## config.mk

```make
export PLATFORM = sky130hd
export DESIGN_NAME = csd_top
export DESIGN_NICKNAME = d
export VERILOG_FILES = /design/src/rtl/csd_pkg.sv /design/src/rtl/csd_top.sv
export SDC_FILE = /design/constraint.sdc
export NUM_CORES = 2
export LEC_CHECK = 0
export BUFFER_PORTS_ARGS = -buffer_cell sky130_fd_sc_hd__buf_2
export CAP_MARGIN = 20
export CORE_MARGIN = 2
export CORE_UTILIZATION = 35
export DETAILED_ROUTE_END_ITERATION = 16
export PLACE_DENSITY = 0.47
export SETUP_SLACK_MARGIN = 0.3
export SYNTH_ARGS = -nofsm -noshare
export SYNTH_HDL_FRONTEND = slang
export SYNTH_SLANG_ARGS = --single-unit
```

## constraint.sdc

```tcl
create_clock -name i_ref_clk -period 21 [get_ports i_ref_clk]
set_input_delay 2.1 -clock i_ref_clk [delete_from_list [all_inputs] [get_ports i_ref_clk]]
set_output_delay 2.1 -clock i_ref_clk [all_outputs]
set_load 0.02 [all_outputs]
```

## src/rtl/csd_pkg.sv

```systemverilog
`default_nettype none
package csd_pkg;

    // ==========================================================
    // Register map on the APB port.
    localparam logic [7:0] CSD_CTRL_OFS   = 8'h00;
    localparam logic [7:0] CSD_STATUS_OFS = 8'h04;
    localparam logic [7:0] CSD_MASK_OFS   = 8'h08;
    localparam logic [7:0] CSD_CAUSE_OFS  = 8'h0C;
    localparam int         CSD_EN_BIT     = 0;
    localparam logic       CSD_EN_RST     = 1'b1;
    localparam int         CSD_ST_W       = 4;
    localparam logic [3:0] CSD_MASK_RST   = 4'h0;
    localparam int         CSD_ST_STORE   = 0;
    localparam int         CSD_ST_ALIGN   = 1;
    localparam int         CSD_ST_DEBUG   = 2;
    localparam int         CSD_ST_MEM     = 3;

    // ==========================================================
    // Major opcodes and minor fields of the compact group.
    localparam logic [5:0] CSD_OP_POOL_A  = 6'h01;
    localparam logic [5:0] CSD_OP_POOL_B  = 6'h09;
    localparam logic [5:0] CSD_OP_GROUP_C = 6'h11;
    localparam logic [5:0] CSD_OP_POOL_F  = 6'h21;
    localparam logic [5:0] CSD_OP_BYTE_ST = 6'h22;
    localparam logic [5:0] CSD_OP_HALF_ST = 6'h2A;
    localparam logic [5:0] CSD_OP_WORD_ST = 6'h3A;
    localparam logic [3:0] CSD_FN_INVERT  = 4'h0;
    localparam logic [3:0] CSD_FN_OR      = 4'h3;
    localparam logic [5:0] CSD_FN_BREAK   = 6'h2C;

    // ==========================================================
    // Exception and debug cause codes reported by the block, and the shift count of code 0.
    localparam logic [1:0] CSD_EXC_NONE   = 2'h0;
    localparam logic [1:0] CSD_EXC_ADDR   = 2'h1;
    localparam logic [1:0] CSD_EXC_DBG    = 2'h2;
    localparam logic [1:0] CSD_EXC_DBG_DM = 2'h3;
    localparam logic [4:0] CSD_DBG_CAUSE_BP  = 5'h09;
    localparam logic [4:0] CSD_DBG_CAUSE_RST = 5'h00;
    localparam logic [3:0] CSD_SHIFT_CODE0   = 4'h8;

endpackage
`default_nettype wire

```

## src/rtl/csd_top.sv

```systemverilog
// How it works
// - Pair move sources decode 0,17,2,3,16,18,19,20 from the 3-bit code.
// - Pair move destination code picks one of eight fixed register pairs.
// - Pair move in a delay slot is undefined; software must avoid it.
// - Invert writes source XOR all-ones to target, no exception.
// - Logic, shift, subtract register fields reach only registers 2-7, 16, 17.
// - OR writes source OR target back to target, no exception.
// - Byte store writes low byte at base plus 4-bit unsigned offset, unaligned.
// - Store base field selects 2-7,16,17; data field selects 0,2-7,17.
// - Byte store may raise memory path exceptions like TLB, bus, watch.
// - Breakpoint raises debug exception, or in debug mode sets cause 0x9.
// - Hardware ignores the breakpoint's 4-bit code field.
// - Halfword store writes low 16 bits at base plus offset times two.
// - Halfword store with odd address raises address error, no store.
// - Left shift fills zeros; code 0 means eight, others themselves.
// - Right shift fills zeros; same shift code decoding.
// - Subtract writes first minus second modulo 2^32, never overflows.
// - Word store writes the word at base plus offset times four.
// - Word store with low address bits nonzero raises address error, no store.
//
// Our own choices: the APB register port and the register offsets.
`timescale 1ns/1ps
`default_nettype none

module csd_top (
    input  wire logic        i_ref_clk,
    input  wire logic        i_arst_n,
    input  wire logic        i_instr_valid,
    input  wire logic [15:0] i_instr,
    input  wire logic        i_in_debug_mode_flag,
    input  wire logic        i_gpr_wr_en,
    input  wire logic [4:0]  i_gpr_wr_addr,
    input  wire logic [31:0] i_gpr_wr_data,
    input  wire logic [4:0]  i_gpr_rd_addr,
    output logic      [31:0] o_gpr_rd_data,
    output logic             o_store_valid,
    output logic      [31:0] o_store_addr,
    output logic      [31:0] o_store_data,
    output logic      [3:0]  o_store_be,
    input  wire logic        i_mem_exc_valid,
    input  wire logic [2:0]  i_mem_exc_code,
    output logic             o_mem_exc_valid,
    output logic      [2:0]  o_mem_exc_code,
    output logic             o_exc_valid,
    output logic      [1:0]  o_exc_code,
    output logic      [4:0]  o_debug_exception_cause,
    input  wire logic        i_psel,
    input  wire logic        i_penable,
    input  wire logic        i_pwrite,
    input  wire logic [7:0]  i_paddr,
    input  wire logic [31:0] i_pwdata,
    output logic      [31:0] o_prdata,
    output logic             o_pready,
    output logic             o_pslverr,
    output logic             o_irq
);

    // ==========================================================
    // Register codes.
    function automatic logic [4:0] f_gpr8(input logic [2:0] c);
        f_gpr8 = (c == 3'h6) ? 5'd16 : (c == 3'h7) ? 5'd17 : {2'b00, c} + 5'd2;
    endfunction
    // Pair move tables indexed by the 3-bit code; entry 0 sits in the lowest bits.
    function automatic logic [4:0] f_pair_src(input logic [2:0] c);
        logic [7:0][4:0] tbl;
        tbl        = {5'd20, 5'd19, 5'd18, 5'd16, 5'd3, 5'd2, 5'd17, 5'd0};
        f_pair_src = tbl[c];
    endfunction
    function automatic logic [9:0] f_pair_dst(input logic [2:0] c);
        logic [7:0][9:0] tbl;
        tbl = {5'd4, 5'd7, 5'd4, 5'd6, 5'd4, 5'd5, 5'd4, 5'd22, 5'd4, 5'd21, 5'd6, 5'd7, 5'd5, 5'd7, 5'd5, 5'd6};
        f_pair_dst = tbl[c];
    endfunction
    // Data field of a store: 0 reads zero, 1 reads 17, others themselves.
    function automatic logic [4:0] f_st_data(input logic [2:0] c);
        f_st_data = (c == 3'h1) ? 5'd17 : {2'b00, c};
    endfunction

    // ==========================================================
    // State.
    logic [31:0]         gpr_q [32];
    logic                en_q;
    logic [3:0]          mask_q;
    logic [3:0]          status_q;
    logic [31:0]         prdata_q;
    logic                pready_q;
    logic                pslverr_q;
    logic                irq_q;
    // ==========================================================
    // Decode.
    logic [5:0]  op;
    logic        go;
    logic        is_sub, is_sll, is_srl, is_not, is_or, is_bp;
    logic        is_pair, is_sb, is_sh, is_sw, is_st;
    logic [4:0]  a_idx, b_idx, wr1_addr, wr2_addr, shamt;
    logic [31:0] a_val, b_val, wr1_data, wr2_data, ea;
    logic        wr1_en, wr2_en, misalign;
    logic [31:0] st_data;
    logic [3:0]  st_be;
    assign op      = i_instr[15:10];
    assign go      = i_instr_valid & en_q;
    assign is_sub  = go & (op == csd_pkg::CSD_OP_POOL_A) & i_instr[0];
    assign is_sll  = go & (op == csd_pkg::CSD_OP_POOL_B) & ~i_instr[0];
    assign is_srl  = go & (op == csd_pkg::CSD_OP_POOL_B) & i_instr[0];
    assign is_not  = go & (op == csd_pkg::CSD_OP_GROUP_C) & (i_instr[9:6] == csd_pkg::CSD_FN_INVERT);
    assign is_or   = go & (op == csd_pkg::CSD_OP_GROUP_C) & (i_instr[9:6] == csd_pkg::CSD_FN_OR);
    assign is_bp   = go & (op == csd_pkg::CSD_OP_GROUP_C) & (i_instr[9:4] == csd_pkg::CSD_FN_BREAK);
    assign is_pair = go & (op == csd_pkg::CSD_OP_POOL_F) & ~i_instr[0];
    assign is_sb   = go & (op == csd_pkg::CSD_OP_BYTE_ST);
    assign is_sh   = go & (op == csd_pkg::CSD_OP_HALF_ST);
    assign is_sw   = go & (op == csd_pkg::CSD_OP_WORD_ST);
    assign is_st   = is_sb | is_sh | is_sw;
    assign a_val   = gpr_q[a_idx];
    assign b_val   = gpr_q[b_idx];
    // Code 0 of the shift field stands for eight.
    assign shamt = (i_instr[3:1] == 3'h0) ? {1'b0, csd_pkg::CSD_SHIFT_CODE0} : {2'b00, i_instr[3:1]};

    // Operand selection and results; the pair move runs even in a delay slot.
    always_comb
    begin
        a_idx    = 5'd0;
        b_idx    = 5'd0;
        wr1_en   = 1'b0;
        wr2_en   = 1'b0;
        wr1_addr = 5'd0;
        wr2_addr = 5'd0;
        wr1_data = 32'h0000_0000;
        wr2_data = 32'h0000_0000;
        if (is_sub)
        begin
            a_idx    = f_gpr8(i_instr[3:1]);
            b_idx    = f_gpr8(i_instr[6:4]);
            wr1_en   = 1'b1;
            wr1_addr = f_gpr8(i_instr[9:7]);
            wr1_data = a_val - b_val;
        end
        else if (is_sll | is_srl)
        begin
            a_idx    = f_gpr8(i_instr[6:4]);
            wr1_en   = 1'b1;
            wr1_addr = f_gpr8(i_instr[9:7]);
            wr1_data = is_srl ? (a_val >> shamt) : (a_val << shamt);
        end
        else if (is_not | is_or)
        begin
            a_idx    = f_gpr8(i_instr[2:0]);
            b_idx    = f_gpr8(i_instr[5:3]);
            wr1_en   = 1'b1;
            wr1_addr = b_idx;
            wr1_data = is_not ? (a_val ^ 32'hFFFF_FFFF) : (a_val | b_val);
        end
        else if (is_pair)
        begin
            a_idx    = f_pair_src(i_instr[3:1]);
            b_idx    = f_pair_src(i_instr[6:4]);
            wr1_en   = 1'b1;
            wr2_en   = 1'b1;
            {wr1_addr, wr2_addr} = f_pair_dst(i_instr[9:7]);
            wr1_data = a_val;
            wr2_data = b_val;
        end
        else if (is_st)
        begin
            a_idx = f_gpr8(i_instr[6:4]);
            b_idx = f_st_data(i_instr[9:7]);
        end
    end

    // Effective address and lane placement of store data, little-endian lanes.
    always_comb
    begin
        ea       = a_val + {28'h000_0000, i_instr[3:0]};
        st_be    = 4'h1 << ea[1:0];
        st_data  = {4{b_val[7:0]}};
        misalign = 1'b0;
        if (is_sh)
        begin
            ea       = a_val + {27'h000_0000, i_instr[3:0], 1'b0};
            st_be    = ea[1] ? 4'hC : 4'h3;
            st_data  = {2{b_val[15:0]}};
            misalign = ea[0];
        end
        else if (is_sw)
        begin
            ea       = a_val + {26'h000_0000, i_instr[3:0], 2'b00};
            st_be    = 4'hF;
            st_data  = b_val;
            misalign = |ea[1:0];
        end
    end

    // ==========================================================
    // Register file; register zero is never written.
    always_ff @(posedge i_ref_clk or negedge i_arst_n)
    begin
        if (!i_arst_n)
        begin
            gpr_q <= '{default: 32'h0000_0000};
        end
        else
        begin
            if (i_gpr_wr_en && i_gpr_wr_addr != 5'd0)
            begin
                gpr_q[i_gpr_wr_addr] <= i_gpr_wr_data;
            end
            if (wr1_en)
            begin
                gpr_q[wr1_addr] <= wr1_data;
            end
            if (wr2_en)
            begin
                gpr_q[wr2_addr] <= wr2_data;
            end
        end
    end

    // Registered read port for the pipeline.
    always_ff @(posedge i_ref_clk or negedge i_arst_n)
    begin
        if (!i_arst_n)
        begin
            o_gpr_rd_data <= 32'h0000_0000;
        end
        else
        begin
            o_gpr_rd_data <= gpr_q[i_gpr_rd_addr];
        end
    end

    // ==========================================================
    // Store requests and exceptions; a misaligned store never issues.
    always_ff @(posedge i_ref_clk or negedge i_arst_n)
    begin
        if (!i_arst_n)
        begin
            o_store_valid <= 1'b0;
            o_store_addr  <= 32'h0000_0000;
            o_store_data  <= 32'h0000_0000;
            o_store_be    <= 4'h0;
            o_exc_valid   <= 1'b0;
            o_exc_code    <= csd_pkg::CSD_EXC_NONE;
        end
        else
        begin
            o_store_valid <= is_st & ~misalign;
            o_store_addr  <= ea;
            o_store_data  <= st_data;
            o_store_be    <= st_be;
            o_exc_valid   <= (is_st & misalign) | is_bp;
            if (is_st & misalign)
            begin
                o_exc_code <= csd_pkg::CSD_EXC_ADDR;
            end
            else if (is_bp)
            begin
                o_exc_code <= i_in_debug_mode_flag ? csd_pkg::CSD_EXC_DBG_DM : csd_pkg::CSD_EXC_DBG;
            end
            else
            begin
                o_exc_code <= csd_pkg::CSD_EXC_NONE;
            end
        end
    end

    // Debug cause is loaded only by a breakpoint taken in debug mode.
    always_ff @(posedge i_ref_clk or negedge i_arst_n)
    begin
        if (!i_arst_n)
        begin
            o_debug_exception_cause <= csd_pkg::CSD_DBG_CAUSE_RST;
        end
        else if (is_bp && i_in_debug_mode_flag)
        begin
            o_debug_exception_cause <= csd_pkg::CSD_DBG_CAUSE_BP;
        end
    end

    // Faults found by translation of a store are passed on one cycle later.
    always_ff @(posedge i_ref_clk or negedge i_arst_n)
    begin
        if (!i_arst_n)
        begin
            o_mem_exc_valid <= 1'b0;
            o_mem_exc_code  <= 3'h0;
        end
        else
        begin
            o_mem_exc_valid <= i_mem_exc_valid;
            o_mem_exc_code  <= i_mem_exc_code;
        end
    end

    // ==========================================================
    // APB slave: zero wait states, pready high in the access phase.
    logic       setup, acc, unmapped;
    logic [3:0] ev_set, rd_clr;
    assign setup    = i_psel & ~i_penable;
    assign acc      = i_psel & i_penable & pready_q;
    assign unmapped = (i_paddr != csd_pkg::CSD_CTRL_OFS) && (i_paddr != csd_pkg::CSD_STATUS_OFS)
                   && (i_paddr != csd_pkg::CSD_MASK_OFS) && (i_paddr != csd_pkg::CSD_CAUSE_OFS);
    // Read data is latched at the setup edge, so it stands through the access cycle.
    always_ff @(posedge i_ref_clk or negedge i_arst_n)
    begin
        if (!i_arst_n)
        begin
            pready_q  <= 1'b0;
            pslverr_q <= 1'b0;
            prdata_q  <= 32'h0000_0000;
        end
        else
        begin
            pready_q  <= setup;
            pslverr_q <= setup & unmapped;
            if (setup && !i_pwrite)
            begin
                unique case (i_paddr)
                    csd_pkg::CSD_CTRL_OFS:   prdata_q <= {31'h0, en_q};
                    csd_pkg::CSD_STATUS_OFS: prdata_q <= {28'h0, status_q};
                    csd_pkg::CSD_MASK_OFS:   prdata_q <= {28'h0, mask_q};
                    csd_pkg::CSD_CAUSE_OFS:  prdata_q <= {25'h0, o_debug_exception_cause, o_exc_code};
                    default:                 prdata_q <= 32'h0000_0000;
                endcase
            end
        end
    end

    // Control and mask writes take effect at the access edge.
    always_ff @(posedge i_ref_clk or negedge i_arst_n)
    begin
        if (!i_arst_n)
        begin
            en_q   <= csd_pkg::CSD_EN_RST;
            mask_q <= csd_pkg::CSD_MASK_RST;
        end
        else if (acc && i_pwrite && i_paddr == csd_pkg::CSD_CTRL_OFS)
        begin
            en_q <= i_pwdata[csd_pkg::CSD_EN_BIT];
        end
        else if (acc && i_pwrite && i_paddr == csd_pkg::CSD_MASK_OFS)
        begin
            mask_q <= i_pwdata[3:0];
        end
    end

    // Sticky events; a read clears only the bits it returned, a new event wins.
    always_comb
    begin
        ev_set = '0;
        ev_set[csd_pkg::CSD_ST_STORE] = o_store_valid;
        ev_set[csd_pkg::CSD_ST_ALIGN] = o_exc_valid & (o_exc_code == csd_pkg::CSD_EXC_ADDR);
        ev_set[csd_pkg::CSD_ST_DEBUG] = o_exc_valid & (o_exc_code != csd_pkg::CSD_EXC_ADDR);
        ev_set[csd_pkg::CSD_ST_MEM]   = o_mem_exc_valid;
        rd_clr = (acc && !i_pwrite && i_paddr == csd_pkg::CSD_STATUS_OFS) ? prdata_q[3:0] : 4'h0;
    end

    always_ff @(posedge i_ref_clk or negedge i_arst_n)
    begin
        if (!i_arst_n)
        begin
            status_q <= 4'h0;
            irq_q    <= 1'b0;
        end
        else
        begin
            status_q <= (status_q & ~rd_clr) | ev_set;
            irq_q    <= |(((status_q & ~rd_clr) | ev_set) & mask_q);
        end
    end

    assign o_prdata  = prdata_q;
    assign o_pready  = pready_q;
    assign o_pslverr = pslverr_q;
    assign o_irq     = irq_q;

    // ==========================================================
    // Checks.
    pair_src_a: assert property (@(posedge i_ref_clk) disable iff (!i_arst_n)
        is_pair |-> a_idx inside {5'd0, 5'd2, 5'd3, [5'd16:5'd20]}) else $error("Bad pair move source.");
    pair_dst_a: assert property (@(posedge i_ref_clk) disable iff (!i_arst_n)
        is_pair |=> gpr_q[$past(wr2_addr)] == $past(b_val)) else $error("Pair move second write wrong.");
    alu_regs_a: assert property (@(posedge i_ref_clk) disable iff (!i_arst_n)
        (is_sub | is_or) |-> b_idx inside {[5'd2:5'd7], 5'd16, 5'd17}) else $error("Bad register code.");
    invert_res_a: assert property (@(posedge i_ref_clk) disable iff (!i_arst_n)
        is_not |=> gpr_q[$past(wr1_addr)] == ~$past(a_val) && !o_exc_valid) else $error("Invert wrong.");
    sub_res_a: assert property (@(posedge i_ref_clk) disable iff (!i_arst_n)
        is_sub |=> !o_exc_valid && gpr_q[$past(wr1_addr)] == $past(a_val) - $past(b_val)) else $error("Subtract wrong.");
    shift_eight_a: assert property (@(posedge i_ref_clk) disable iff (!i_arst_n)
        is_sll && i_instr[3:1] == 3'h0 |=> gpr_q[$past(wr1_addr)] == {$past(a_val[23:0]), 8'h00}) else $error("Shift wrong.");
    byte_store_a: assert property (@(posedge i_ref_clk) disable iff (!i_arst_n)
        is_sb |=> o_store_valid && o_store_addr == $past(a_val) + {28'h0, $past(i_instr[3:0])}) else $error("Byte store wrong.");
    half_align_a: assert property (@(posedge i_ref_clk) disable iff (!i_arst_n)
        is_sh && ea[0] |=> o_exc_valid && o_exc_code == csd_pkg::CSD_EXC_ADDR && !o_store_valid) else $error("Half align.");
    word_align_a: assert property (@(posedge i_ref_clk) disable iff (!i_arst_n)
        is_sw && ea[1:0] != 2'b00 |=> o_exc_valid && !o_store_valid) else $error("Word align missed.");
    debug_cause_a: assert property (@(posedge i_ref_clk) disable iff (!i_arst_n)
        is_bp && i_in_debug_mode_flag |=> o_debug_exception_cause == 5'h09 && o_exc_code == 2'h3) else $error("Debug cause.");

endmodule

`default_nettype wire

```

# Word level (Yosys, flattened, before mapping)

Memory sizes are Yosys's and may differ from the RTL's.
Index checks and enable logic that the tools add are counted.

Flip-flop bits (word level): 1177
Bits in read-only memories: 160
Bits of input ports: 110
Output and inout bits: 148
Logic and storage cells: 256
Memories: 3

Memories:

| memory          | depth | bits a word | read ports | clocked after memory_dff | wr ports | RTL line      | text |
|---|---|---|---|---|---|---|---|
| (no name shown) | 8     | 10          | 1          | 0                        | 0        | csd_top.sv:72 | `f_pair_dst = tbl[c];` |
| (no name shown) | 8     | 5           | 1          | 0                        | 0        | csd_top.sv:67 | `f_pair_src = tbl[c];` |
| (no name shown) | 8     | 5           | 1          | 0                        | 0        | csd_top.sv:67 |  |

Add/subtract/negate cells: 9
Magnitude comparators: 12
Eq/ne operators: 28
Shift operators: 3
Multiplexer cells: 85
Bitwise operators: 44
Reduce and logical (&&, ||, !) cells: 23

Operators by type and width:

| kind                                                                  | count |
|---|---|
| 1024-bit bitwise mux                                                  | 3 |
| 1024-bit 2-to-1 mux                                                   | 3 |
| 32-bit 2-to-1 mux                                                     | 23 |
| 32-bit binary-select mux with 5-bit select                            | 3 |
| 32-bit demux with 5-bit select                                        | 3 |
| 5-bit 2-to-1 mux                                                      | 31 |
| 6-bit greater-or-equal comparator (second input constant)             | 6 |
| 5-bit inverter with 6-bit output                                      | 6 |
| 32-bit by 4-bit adder with 32-bit output                              | 1 |
| 32-bit by 5-bit adder with 32-bit output                              | 1 |
| 32-bit by 6-bit adder with 32-bit output                              | 1 |
| 32-bit inverter                                                       | 1 |
| 32-bit bitwise OR                                                     | 1 |
| 32-bit by 4-bit left shift with 32-bit output                         | 1 |
| 32-bit by 4-bit right shift with 32-bit output                        | 1 |
| 32-bit subtractor                                                     | 1 |
| 3-bit == test (second input constant)                                 | 10 |
| 6-bit == test (second input constant)                                 | 5 |
| 6-bit one-hot mux with 4 select lines                                 | 1 |
| 1-bit AND                                                             | 23 |
| 3-bit by 2-bit adder with 4-bit output (second input constant)        | 5 |
| 4-bit 2-to-1 mux                                                      | 5 |
| 6-bit by 1-bit < comparator with 1-bit output (second input constant) | 3 |
| 8-bit by 4-bit == test with 1-bit output (second input constant)      | 2 |
| other kinds (30)                                                      | 64 |

# Logic depth before layout (Yosys ltp)

Word-level depth: 22
Gate-level depth with buffers: 42
Depth with buffers taken out: 34

# Least setup slack after synthesis

No wires, ideal clock.

Kind: input to register
Start point: in i_instr[14]
End point: reg gpr_q[1018] (netlist bit)
Library setup time: 78 ps
Arrival time: 9206 ps
Required time: 20922 ps
Setup slack: 11717 ps
Stages: 41
Buffers on the path: 10
Cells stage by stage: buf_2 and3b_1 clkbuf_1 nand2_1 o221a_2 a21oi_1 buf_2 buf_2 buf_2 clkbuf_1 clkbuf_1 clkbuf_1 buf_1 nand2_1 nand3_1 nand3_1 a311oi_1 a21oi_1 (+5 left out) nand2_1 a21oi_1 nand2b_1 a21boi_0 o21ai_0 nand2b_1 a21oi_1 or2_2 a21oi_1 o221ai_1 o21ai_1 a21oi_2 o21ai_2 a311oi_2 mux2i_1 nor3_4 buf_4 a21oi_1

Elaborated cells between the ends (all ways): 88
Classes of those cells: add/sub: 1; order compare: 4; eq/ne: 7; shift: 2; mux: 49; bitwise: 23; reduce/logical: 2

RTL lines:

| item                                                      | RTL line                       | text |
|---|---|---|
| start: declaration                                        | csd_top.sv:29                  | `input wire logic [15:0] i_instr,` |
| 6-bit == test (on tied branches)                          | csd_top.sv:109, csd_top.sv:110 |  |
| 1-bit AND (on tied branches)                              | csd_top.sv:109, csd_top.sv:110 |  |
| 1-bit bitwise OR (2 in series)                            | csd_top.sv:112                 | `assign is_st = is_sb \| is_sh \| is_sw;` |
| 5-bit 2-to-1 mux                                          | csd_top.sv:162                 | `else if (is_st)` |
| 5-bit 2-to-1 mux                                          | csd_top.sv:152                 | `else if (is_pair)` |
| 5-bit 2-to-1 mux                                          | csd_top.sv:144                 | `else if (is_not \| is_or)` |
| 5-bit 2-to-1 mux                                          | csd_top.sv:137                 | `else if (is_sll \| is_srl)` |
| 5-bit 2-to-1 mux (*)                                      | csd_top.sv:129                 | `if (is_sub)` |
| (+2 left out)                                             | --                             |  |
| 32-bit 2-to-1 mux (not written as such) (*) (2 in series) | csd_top.sv:114                 | `assign b_val = gpr_q[b_idx];` |
| named net b_val[0]                                        | csd_top.sv:96                  | `logic [31:0] a_val, b_val, wr1_data, wr2_data, ea;` |
| 32-bit subtractor (*)                                     | csd_top.sv:135                 | `wr1_data = a_val - b_val;` |
| 32-bit 2-to-1 mux (*)                                     | csd_top.sv:129                 |  |
| 1024-bit bitwise mux (*)                                  | csd_top.sv:208                 | `gpr_q[wr1_addr] <= wr1_data;` |
| 1024-bit 2-to-1 mux (*)                                   | csd_top.sv:206                 | `if (wr1_en)` |
| 1024-bit bitwise mux                                      | csd_top.sv:212                 | `gpr_q[wr2_addr] <= wr2_data;` |
| 1024-bit 2-to-1 mux (*)                                   | csd_top.sv:210                 | `if (wr2_en)` |
| end signal: indexed assignment                            | csd_top.sv:204                 | `gpr_q[i_gpr_wr_addr] <= i_gpr_wr_data;` |
| end signal: indexed assignment                            | csd_top.sv:208                 |  |
| end signal: indexed assignment                            | csd_top.sv:212                 |  |
| end: declaration                                          | csd_top.sv:81                  | `logic [31:0] gpr_q [32];` |

The timed path passes the listed nets; every way through them passes the cells marked *. The select of a mux whose other input is x is not followed.
A chain may end at the register's enable or synchronous reset.

# Worst setup path in the final report

Start point: in i_instr[11]
End point: reg gpr_q[375] (netlist bit)

Word-level cells in the longest chain between the ends: 22
Elaborated cells between the ends (all ways): 88
Classes of those cells: add/sub: 1; order compare: 4; eq/ne: 7; shift: 2; mux: 49; bitwise: 23; reduce/logical: 2

RTL lines:

| item                                                                                                | RTL line |
|---|---|
| parallel branches: the longest is 21 deep, another holds 32-bit binary-select mux with 5-bit select | -- |
| 1024-bit 2-to-1 mux (*)                                                                             | csd_top.sv:210 |

Every way passes the cells marked *. The select of a mux whose other input is x is not followed.

==> impl_metrics.csv <==
group,metric,value,unit
routing,detail_route.iter0.violations,13195,
routing,ant_nets,0,
timing,slew_headroom,0.139,
timing,clock_skew,0.0526,ns
routing,wl_per_cell,35.9,um
yosys,ys_seq_area_frac,0.329,
die,dieArea,254000,um^2
layout,synthToLayoutAreaGrowth,10.8,%
clocking,numClockSinks,1150,
layout,nNetsFinal,10207,
setup_path,cp-start-kind,"primary input",
placement,pre_cts_ws,8.11,ns
clocking,cts_max_path_buffers,3,
setup_path,rrSetupSlack,9.69,ns
layout,final_cells,13520,
setup_path,r2r_start,"en_q$_DFFE_PN1P_",
die,core,248000,um^2
yosys,avgSynthCellArea,8.38,um^2
global_routing,use_met2,0.534,
yosys,netlist_instances,10428,
setup_path,critPathTopFamily,"compound AO/OA/AOI/OAI gates",
hold_path,hold_start,"o_mem_exc_valid$_DFF_PN0_",
setup_path,critPathMaxStageDelay,0.85,ns
global_routing,grt_pass1_wl,671000,um
run,drv_cap,0,
timing,slew_violations,0,
timing,whs,0.486,ns
global_routing,grt_pass1_vias,83663,
setup_path,cp.buffers_inverters,5,
layout,nFillCells,25045,
setup_path,cp_slowest_cell,"a31oi_4",
layout,drive_above_1_share,0.171,
hold_path,holdPathEnd,"status_q[3]$_DFF_PN0_",
layout,post-route-util,0.390,
routing,drc,0,
placement,post-dp-hpwl,291000,um
placement,io_buffer_count,199,
power_and_ir_drop,p_per_area,76.1,nW/um^2
yosys,ys_ff_latch,1150,
die,initial_core_util,0.352,
die,dieHeight,504,um
clocking,clk_pin_slew_worst_paths,0.06,ns
yosys,synthesis.area,87400,um^2
placement,dpl.cell_count,13190,
clocking,cts_made_buffers,153,
timing,clock.fmax,79.7,MHz
clocking,post_cts_buffers,0,
global_routing,grtUsageMet3,0.115,
timing,fin_crit,12.55,ns
global_routing,overflow,0,
setup_path,rr_endpoint,"gpr_q[375]$_DFF_PN0_",
hold_path,hold_class,"register to register",
power_and_ir_drop,leakagePower,40.7,nW
setup_path,critical_path_class,"primary input to register",
yosys,synth_flop_cell,"dfrtp_1",
die,fp-row-count,183,
routing,vias_per_cell,6.67,
clocking,post_cts_resized,0,
global_routing,antenna_found_initial,53,
layout,layout_commonest_cell,"nand2_1",
timing,rsz0062_at_grt,"false",
clocking,clockRootBuffer,"clkbuf_16",
hold_path,whs_path_depth,1,
setup_path,r2r_cells,30,
yosys,yosysUniqueCellTypes,118,
clocking,cts_tree,"built",
global_routing,grt_max_degree,150,
layout,layout_common_cells,"nand2_1, dfrtp_1, nand3_1",
routing,drt_wl_total,485000,um
timing,fin_ws,8.45,ns
timing,hold_viol,0,
die,num_io_pins,258,
die,die_w,504,um
setup_path,arrival,13.22,ns
timing,tns,0,ns
setup_path,crit_fanout,47,
placement,gp_congestion,0.985,
clocking,clk_latency,0.88,ns
yosys,async_flop_share,1.00,
setup_path,crit_cells,31,
setup_path,cpMostUsedCell,"buf_4",
routing,vias,90134,
timing,tightest_slew,1.29,ns
clocking,h-tree-depth,4,
routing,drt-pass1-iter-count,6,
global_routing,busiest_layer,"met2",
timing,fin_crit_sh,0.598,
yosys,synth-edff-count,0,
outcome,status,"finished, final reports clean",
clocking,holdBufCountCts,0,
timing,finalSetupViolations,0,
global_routing,grt_util_all_layers,0.373,
setup_path,cp_data_required_time,21.67,ns
setup_path,crit_path_end_kind,"register",
global_routing,grtUsageMet1,0.475,
yosys,synth_warnings,0,
power_and_ir_drop,irDropWorstVdd,0.0839,mV
## logic make-up after synthesis
group                      after synthesis  synth area share
other                                    1         0.0000429
and+or+nand+nor                       4361             0.221
xor gates and xnor gates                53           0.00531
DFF                                   1150             0.329
muxes                                 1254             0.200
buffers and inverters                 1229            0.0611
AOI/OAI and AO/OA                     2299             0.171
adders and majority gates               81            0.0119
## final cells by class
cell class | count | area (um^2) | area share
inverter | 108 | 405 | 0.00419
sequential | 1150 | 28800 | 0.297
clock inverter | 72 | 928 | 0.00959
tap | 3330 | 4170 | 0.0430
antenna | 42 | 105 | 0.00109
timing repair buffer | 528 | 3680 | 0.0380
clock buffer | 212 | 4350 | 0.0450
multi-input combinational | 8078 | 54400 | 0.562
## stage by stage
step / total power [mW] / instance area [um^2]
3_3_place_gp: 4.47 / 91300
6_report: 7.37 / 96800
4_1_cts: 7.36 / 96600
3_5_place_dp: 4.52 / 91300
5_1_grt: 7.69 / 96700
2_1_floorplan: 4.03 / 87500
## Yosys cell counts (22+ instances only)
master / number / area share
o21ai_0: 481 / 0.028
nand3_1: 920 / 0.053
o22ai_1: 22 / 0.0016
mux2i_1: 516 / 0.059
mux4_2: 347 / 0.089
a2111oi_0: 33 / 0.0033
o211ai_1: 121 / 0.010
a31oi_1: 84 / 0.0060
ha_1: 74 / 0.011
o311ai_0: 36 / 0.0036
nand2_1: 2293 / 0.098
nor2_1: 467 / 0.020
buf_2: 178 / 0.010
buf_4: 93 / 0.0080
a211oi_1: 339 / 0.029
a221oi_1: 48 / 0.0048
clkbuf_1: 722 / 0.031
nand4_1: 36 / 0.0026
o21ai_1: 26 / 0.0015
a22oi_1: 25 / 0.0021
and3_1: 188 / 0.013
o221ai_1: 24 / 0.0024
a311oi_1: 169 / 0.017
inv_1: 104 / 0.0045
nor3_1: 59 / 0.0034
xnor2_1: 37 / 0.0037
buf_1: 107 / 0.0046
dfrtp_1: 1149 / 0.33
nor2b_1: 259 / 0.019
mux2_2: 382 / 0.049
a21oi_1: 664 / 0.038
## state kept, by name, indices dropped and copies added, names as in the netlist, 2 cells and up
| signal | cells |
|---|---|
| o_store_be | 4 |
| o_exc_code | 2 |
| mask_q | 4 |
| o_prdata | 5 |
| o_mem_exc_code | 3 |
| o_store_addr | 32 |
| gpr_q | 1024 |
| o_store_data | 32 |
| status_q | 4 |
| o_gpr_rd_data | 32 |
## worst max path at each step
| stage | startpoint | endpoint |
|---|---|---|
| final | i_instr[11] | gpr_q[375]$_DFF_PN0_ |
| after global routing | i_instr[11] | gpr_q[183]$_DFF_PN0_ |
| after CTS | i_instr[11] | gpr_q[183]$_DFF_PN0_ |
| after detailed placement | i_instr[11] | gpr_q[183]$_DFF_PN0_ |
| after global placement | i_instr[11] | gpr_q[727]$_DFF_PN0_ |
| after floorplan | i_instr[14] | gpr_q[1018]$_DFF_PN0_ |
## per-layer routing
| metal | part of all wire | wire length [um] | vias up |
|---|---|---|---|
| met5 | 0.00038 | 184 | - |
| met4 | 0.082 | 39600 | 22 |
| met3 | 0.13 | 60900 | 1782 |
| met2 | 0.42 | 202000 | 6983 |
| met1 | 0.38 | 182000 | 44448 |
| li1 | - | - | 36899 |
## power by group
part / leakage (nW) / internal [mW] / switching (mW)
registers: 14.8 / 2.61 / 0.426
logic: 23.3 / 0.756 / 0.741
clock network: 2.60 / 1.66 / 1.18
Note: power is estimated with default switching activity, not from simulation.
